==> config.mk <==
export PLATFORM = sky130hd
export DESIGN_NAME = dual_supply_diag_status
export DESIGN_NICKNAME = d
export VERILOG_FILES = /design/src/diag_status_pkg.sv /design/src/sync_two_ff.sv /design/src/dual_supply_diag_status.sv
export SDC_FILE = /design/constraint.sdc
export NUM_CORES = 1
export LEC_CHECK = 0
export BUFFER_PORTS_ARGS = -buffer_cell sky130_fd_sc_hd__buf_2
export CORE_MARGIN = 3
export CORE_UTILIZATION = 40
export CTS_BUF_LIST = sky130_fd_sc_hd__clkbuf_16
export DETAILED_ROUTE_END_ITERATION = 10
export HOLD_SLACK_MARGIN = 0.06
export PLACE_DENSITY = 0.68
export SLEW_MARGIN = 20
export SYNTH_ARGS = -nofsm -noshare
export SYNTH_HDL_FRONTEND = slang
export SYNTH_SLANG_ARGS = --single-unit
export TNS_END_PERCENT = 100
==> constraint.sdc <==
create_clock -name ref_clk -period 1 [get_ports ref_clk]
set_input_delay 0.15 -clock ref_clk [delete_from_list [all_inputs] [get_ports ref_clk]]
set_output_delay 0.15 -clock ref_clk [all_outputs]
set_load 0.02 [all_outputs]
==> src/diag_status_pkg.sv <==
// constants for the supply controller diagnostic status bank
package diag_status_pkg;
  localparam int unsigned ADDR_WIDTH = 8;
  localparam int unsigned DATA_WIDTH = 8;
  localparam logic [7:0] DIAG_FLAGS_OFFSET = 8'h00;
  localparam logic [7:0] DIAG_SPARE_OFFSET = 8'h01;
  localparam int unsigned OVERLOAD_A_BIT = 0;
  localparam int unsigned OVERLOAD_B_BIT = 1;
  localparam int unsigned OVERTEMP_BIT = 6;
  localparam int unsigned SUPPLY_LOW_BIT = 7;
  localparam logic [7:0] DIAG_FLAGS_RESET = 8'h00;
  localparam logic [7:0] DIAG_SPARE_RESET = 8'h00;
  localparam logic [7:0] VOLT_SEL_RESET = 8'h00;
  localparam logic [7:0] UNMAPPED_RDATA = 8'h00;
  localparam int unsigned VOLT_SEL_WIDTH = 4;
  localparam int unsigned CHANNELS = 2;
endpackage

==> src/sync_two_ff.sv <==
// two flip-flop level synchroniser
`timescale 1ns/1ps
`default_nettype none
module sync_two_ff #(
  parameter int unsigned WIDTH = 1
) (
  input  wire logic             ref_clk,
  input  wire logic             arst_n,
  input  wire logic [WIDTH-1:0] asyncIn,
  output var  logic [WIDTH-1:0] syncOut
);
  logic [WIDTH-1:0] stage1_reg;

  always_ff @(posedge ref_clk or negedge arst_n) begin
    if (!arst_n) begin
      stage1_reg <= '0;
      syncOut    <= '0;
    end else begin
      stage1_reg <= asyncIn;
      syncOut    <= stage1_reg;
    end
  end
endmodule
`default_nettype wire

==> src/dual_supply_diag_status.sv <==
// diagnostic status bank and protection output control for two supply channels
// Notes on behaviour
// - both status registers are read only; writes to them change nothing
// - first status register sits at address 0x0 and returns its eight bits
// - bit 0 reads 1 while channel A overload protection is triggered
// - bit 1 reads 1 while channel B overload protection is triggered
// - bit 6 reads 1 once junction overtemperature is detected
// - overtemperature flag clears only when the hysteretic detector releases
// - bit 7 reads 1 while the supply input is below low detect threshold
// - second status register at address 0x1 is all reserved
// - all status bits are zero after power-up reset
// - latched overload clears voltage select and disables output; host rewrites
// - without thermal latch, output returns with previous selection when flag clears
`timescale 1ns/1ps
`default_nettype none
module dual_supply_diag_status #(
  parameter int unsigned CHANNELS       = diag_status_pkg::CHANNELS,
  parameter int unsigned VOLT_SEL_WIDTH = diag_status_pkg::VOLT_SEL_WIDTH
) (
  input  wire logic                                   ref_clk,
  input  wire logic                                   arst_n,
  // register access port of the serial interface
  input  wire logic                                   regRead,
  input  wire logic                                   regWrite,
  input  wire logic [diag_status_pkg::ADDR_WIDTH-1:0] regAddr,
  input  wire logic [diag_status_pkg::DATA_WIDTH-1:0] regWdata,
  output var  logic [diag_status_pkg::DATA_WIDTH-1:0] regRdata,
  output var  logic                                   regRvalid,
  // detector levels from the analog side
  input  wire logic [CHANNELS-1:0]                    overloadDetect,
  input  wire logic                                   overtempDetect,
  input  wire logic                                   lowSupplyDetect,
  // control from the data registers
  input  wire logic                                   overloadLatchSelect,
  input  wire logic                                   thermalLatchSelect,
  input  wire logic [CHANNELS*VOLT_SEL_WIDTH-1:0]     outputVoltageSelect,
  input  wire logic                                   voltSelWrite,
  // effective voltage selection and output enables
  output var  logic [CHANNELS*VOLT_SEL_WIDTH-1:0]     voltSelEffective,
  output var  logic [CHANNELS-1:0]                    outputEnable
);
  // all-zero selection means standby; cut once to the selection width
  localparam logic [VOLT_SEL_WIDTH-1:0] VOLT_SEL_RESET_W =
    VOLT_SEL_WIDTH'(diag_status_pkg::VOLT_SEL_RESET);

  logic [CHANNELS-1:0]                    overloadSync;
  logic                                   overtempSync;
  logic                                   lowSupplySync;
  logic [CHANNELS-1:0]                    overloadFlag_reg;
  logic                                   overtempFlag_reg;
  logic                                   supplyLowFlag_reg;
  logic [CHANNELS-1:0]                    overloadPrev_reg;
  logic                                   overtempPrev_reg;
  logic                                   overtempRise;
  logic [diag_status_pkg::DATA_WIDTH-1:0] diagFlags;
  logic [diag_status_pkg::DATA_WIDTH-1:0] regRdata_next;

  sync_two_ff #(.WIDTH(CHANNELS + 2)) detectSync (
    .ref_clk (ref_clk),
    .arst_n  (arst_n),
    .asyncIn ({lowSupplyDetect, overtempDetect, overloadDetect}),
    .syncOut ({lowSupplySync, overtempSync, overloadSync})
  );

  // flags follow the synchronised detectors; hysteresis lives in the detector
  always_ff @(posedge ref_clk or negedge arst_n) begin
    if (!arst_n) begin
      overloadFlag_reg <= '0;
    end else begin
      overloadFlag_reg <= overloadSync;
    end
  end

  always_ff @(posedge ref_clk or negedge arst_n) begin
    if (!arst_n) begin
      overtempFlag_reg <= 1'b0;
    end else begin
      overtempFlag_reg <= overtempSync;
    end
  end

  always_ff @(posedge ref_clk or negedge arst_n) begin
    if (!arst_n) begin
      supplyLowFlag_reg <= 1'b0;
    end else begin
      supplyLowFlag_reg <= lowSupplySync;
    end
  end

  // previous flag levels, so that a trip is acted upon only at its start
  always_ff @(posedge ref_clk or negedge arst_n) begin
    if (!arst_n) begin
      overtempPrev_reg <= 1'b0;
    end else begin
      overtempPrev_reg <= overtempFlag_reg;
    end
  end

  always_ff @(posedge ref_clk or negedge arst_n) begin
    if (!arst_n) begin
      overloadPrev_reg <= '0;
    end else begin
      overloadPrev_reg <= overloadFlag_reg;
    end
  end

  assign overtempRise = overtempFlag_reg & ~overtempPrev_reg;

  always_comb begin
    diagFlags = diag_status_pkg::DIAG_FLAGS_RESET;
    diagFlags[diag_status_pkg::OVERLOAD_A_BIT] = overloadFlag_reg[0];
    diagFlags[diag_status_pkg::OVERLOAD_B_BIT] = overloadFlag_reg[CHANNELS-1];
    diagFlags[diag_status_pkg::OVERTEMP_BIT]   = overtempFlag_reg;
    diagFlags[diag_status_pkg::SUPPLY_LOW_BIT] = supplyLowFlag_reg;
  end

  // read decode; unmapped addresses answer zero rather than alias a register
  always_comb begin
    case (regAddr)
      diag_status_pkg::DIAG_FLAGS_OFFSET: begin
        regRdata_next = diagFlags;
      end
      diag_status_pkg::DIAG_SPARE_OFFSET: begin
        regRdata_next = diag_status_pkg::DIAG_SPARE_RESET;
      end
      default: begin
        regRdata_next = diag_status_pkg::UNMAPPED_RDATA;
      end
    endcase
  end

  // regWrite and regWdata reach no storage, so writes change nothing
  always_ff @(posedge ref_clk or negedge arst_n) begin
    if (!arst_n) begin
      regRdata <= diag_status_pkg::DIAG_FLAGS_RESET;
    end else if (regRead) begin
      regRdata <= regRdata_next;
    end
  end

  always_ff @(posedge ref_clk or negedge arst_n) begin
    if (!arst_n) begin
      regRvalid <= 1'b0;
    end else begin
      regRvalid <= regRead;
    end
  end

  // per channel output control under protection events
  genvar ch;
  generate
    for (ch = 0; ch < CHANNELS; ch++) begin : chanCtl
      logic [VOLT_SEL_WIDTH-1:0] voltSel_reg;
      logic                      olLatched_reg;
      logic                      otLatched_reg;
      logic                      overloadRise;
      logic                      overloadTrip;
      logic                      thermalTrip;
      logic                      outputEnable_next;

      assign overloadRise = overloadFlag_reg[ch] & ~overloadPrev_reg[ch];
      assign overloadTrip = overloadRise & overloadLatchSelect;
      assign thermalTrip  = overtempRise & thermalLatchSelect;

      // a new trip wins over a rewrite that lands in the same cycle
      always_ff @(posedge ref_clk or negedge arst_n) begin
        if (!arst_n) begin
          olLatched_reg <= 1'b0;
        end else begin
          if (overloadTrip) begin
            olLatched_reg <= 1'b1;
          end else if (voltSelWrite && !overloadFlag_reg[ch]) begin
            olLatched_reg <= 1'b0;
          end
        end
      end

      // thermal latch needs a rewrite after the flag clears, like the overload latch
      always_ff @(posedge ref_clk or negedge arst_n) begin
        if (!arst_n) begin
          otLatched_reg <= 1'b0;
        end else begin
          if (thermalTrip) begin
            otLatched_reg <= 1'b1;
          end else if (voltSelWrite && !overtempFlag_reg) begin
            otLatched_reg <= 1'b0;
          end
        end
      end

      always_ff @(posedge ref_clk or negedge arst_n) begin
        if (!arst_n) begin
          voltSel_reg <= VOLT_SEL_RESET_W;
        end else if (overloadTrip || thermalTrip) begin
          voltSel_reg <= VOLT_SEL_RESET_W;
        end else if (voltSelWrite) begin
          voltSel_reg <= outputVoltageSelect[ch*VOLT_SEL_WIDTH +: VOLT_SEL_WIDTH];
        end
      end

      // unlatched thermal trip resumes with the held selection
      assign outputEnable_next = !olLatched_reg && !otLatched_reg && !overtempFlag_reg
                                 && !(overloadFlag_reg[ch] && overloadLatchSelect)
                                 && (voltSel_reg != VOLT_SEL_RESET_W);

      always_ff @(posedge ref_clk or negedge arst_n) begin
        if (!arst_n) begin
          outputEnable[ch] <= 1'b0;
        end else begin
          outputEnable[ch] <= outputEnable_next;
        end
      end

      always_ff @(posedge ref_clk or negedge arst_n) begin
        if (!arst_n) begin
          voltSelEffective[ch*VOLT_SEL_WIDTH +: VOLT_SEL_WIDTH] <= VOLT_SEL_RESET_W;
        end else begin
          voltSelEffective[ch*VOLT_SEL_WIDTH +: VOLT_SEL_WIDTH] <= voltSel_reg;
        end
      end
    end
  endgenerate
endmodule
`default_nettype wire

==> results.yml <==
power_and_ir_drop:
  vdd_drop_max_uv: 1270
  power.total_w: 0.00398
  p_leak_nw: 0.963
  powerDensity_mw_per_mm2: 2090
synth:
  ys_top_cells_by_count: "41 x dfrtp_1, 9 x nor2_1, 8 x mux2i_1"
  synth_most_common_cell: "dfrtp_1"
  synth_cell_types: 18
  synthArstFlopShare: 1.00
  avgSynthCellArea_um2: 13.9
  syn_area_mm2: 0.00140
  ys_warn_count: 0
  ys_ff_latch: 41
  synth_top_cell_area_share: 0.732
  synth.area.top_cells: "dfrtp_1 73%, mux2i_1 5.7%, buf_4 2.7%"
  ys.flop_type: "dfrtp_1"
  synth-edff-count: 0
  synth_largest_area_cell: "dfrtp_1"
  yosysSeqAreaShare: 0.732
  syn_inst: 101
global_routing:
  antenna_found_initial: 0
  grt_pass1_vias: 1031
  grt_max_degree: 42
  grt_pass1_wl_mm: 4.31
  grt_util_all_layers: 0.136
  overflow: 0
sta:
  finalSetupViolCount: 0
  fin_skew_ps: 6.63
  hold-worst-slack_ps: 68.2
  fin_crit_sh: 0.964
  hold_viol: 0
  timing.fmax_mhz: 1040
  grt_setup_unrepaired: "false"
  slew_viol_final: 0
  min_period_ps: 964
  setup_ws_ps: 36.1
run_status:
  status: "completed"
detailed_routing:
  vias: 940
  antenna_left: 0
  wl_per_cell_um: 12.4
  drt_iter0_drc: 21
  drt_pass1_iterations: 3
  vias_per_cell: 4.72
  routed_wl_mm: 2.48
  drc: 0
cells_and_area:
  drive_gt1_frac: 0.387
  nets: 189
  areaGrowthSynthToFinish_pct: 36.0
  regArea_mm2: 0.00103
  diodes: 0
  multiInputGateArea_um2: 337
  fill_cells: 299
  fin_cells: 199
critical_path:
  crit_path_end_kind: "output port"
  crit_slowest_cell: "dfrtp_1"
  path_cells: "buf_2"
  path_buf_inv: 1
  cp_max_fo: 2
  critPathArrivalTime_ps: 810
  critPathMaxStageDelay_ps: 370
  critical_path_class: "flop to output port"
  start_kind: "flop"
  cp.required_ps: 850
  crit_family: "flip-flops"
floorplanning:
  core_area_mm2: 0.00320
  die_w_um: 65.2
  die_area_mm2: 0.00425
  rows: 20
  fp.dieH_um: 65.2
  start_util: 0.438
  ioPinCount: 54
clocking:
  clk_pin_slew_ps: 60
  cts_max_level: 2
  cts_buffers: 5
  insertion_delay_ps: 280
  cts-root-buf: "clkbuf_16"
  clkSinkCount: 41
  cts_tree: "done"
  cts_buffer_depth: 2
placement:
  dp_hpwl_mm: 1.77
  placed_cells: 185
  place_ws_ps: -8.54
  gp_congestion: 0.715
  numPortBuffers: 40
run:
  cap_violations: 0
hold_path:
  min_path_type: "input port to flop"
## cells by family (layout without fill, tap and decap cells)
logic type | after synthesis | after routing | synth area share
simple gates | 25 | 25 | 0.0955
flops | 41 | 41 | 0.732
other cells | 1 | 4 | 0.00268
mux | 8 | 8 | 0.0571
buf+inv | 13 | 64 | 0.0482
compound gates | 13 | 13 | 0.0643
## report_power, final
| part | leakage [nW] | switching [W] | total (W) | internal, W |
|---|---|---|---|---|
| registers | 0.506 | 0.0000718 | 0.00186 | 0.00178 |
| clock network | 0.0852 | 0.000596 | 0.00177 | 0.00117 |
| logic | 0.372 | 0.000205 | 0.000361 | 0.000155 |
## metal layers
layer	vias to the layer above	part of all wire	GRT usage
li1	433	-	-
met1	461	0.42	0.150
met2	37	0.49	0.226
met3	9	0.066	0.0513
met4	0	0.023	0.0699
met5	-	0	0
## layout by cell type (no fill, tap or decap), drive strengths merged
cell | synthesis | layout
buf | 5 | 44
dlygate4sd3 | 0 | 5
nor3 | 2 | 2
o2bb2ai | 1 | 1
conb | 1 | 4
nor2b | 3 | 3
a22o | 1 | 1
nor4 | 4 | 4
bufinv | 0 | 1
a211o | 1 | 1
o21ai | 6 | 6
clkbuf | 1 | 5
dfrtp | 41 | 41
nand2 | 7 | 7
inv | 7 | 8
clkinv | 0 | 1
mux2i | 8 | 8
nor2 | 9 | 9
o22ai | 4 | 4
## through the flow
| step | util | area, um^2 | setup TNS [ps] |
|---|---|---|---|
| 2_1_floorplan | - | 1410 | 0 |
| 3_3_place_gp | 0.519 | 1660 | 0 |
| 3_5_place_dp | 0.519 | 1660 | -16.1 |
| 4_1_cts | 0.589 | 1890 | 0 |
| 5_1_grt | 0.595 | 1910 | 0 |
| 6_report | 0.595 | 1910 | 0 |
## repair_timing
| action | CTS | global route |
|---|---|---|
| setup buffers | 0 | 1 |
| resized for setup | 1 | 4 |
| pin swaps | 0 | 0 |
| hold endpoints to repair | 45 | 0 |
| gates cloned | 0 | 0 |
| hold buffers | 5 | 0 |
| endpoints found under the setup margin | 4 | 7 |
## cell type report
type                       count  area share
sequential                    41       0.539
multi-input combinational     50       0.177
timing repair buffer          49       0.154
clock buffer                   5      0.0657
tap                           44      0.0289
clock inverter                 3      0.0223
inverter                       7      0.0138
## path summary, 6_finish.rpt
kind	from	cells past startpoint	slack, ps	end
hold / removal	regRead	1	70	regRvalid$_DFF_PN0_
min in group asynchronous	arst_n	3	370	voltSelEffective[5]$_DFF_PN0_
hold reg to reg	detectSync.syncOut[0]$_DFF_PN0_	0	340	overloadFlag_reg[0]$_DFF_PN0_
setup reg to reg	overtempPrev_reg$_DFF_PN0_	4	70	chanCtl[0].voltSel_reg[2]$_DFFE_PN0P_
max in group asynchronous	arst_n	3	430	overtempFlag_reg$_DFF_PN0_
setup / recovery	regRdata[0]$_DFFE_PN0P_	1	40	regRdata[0]
(Power assumes the default switching activity.)
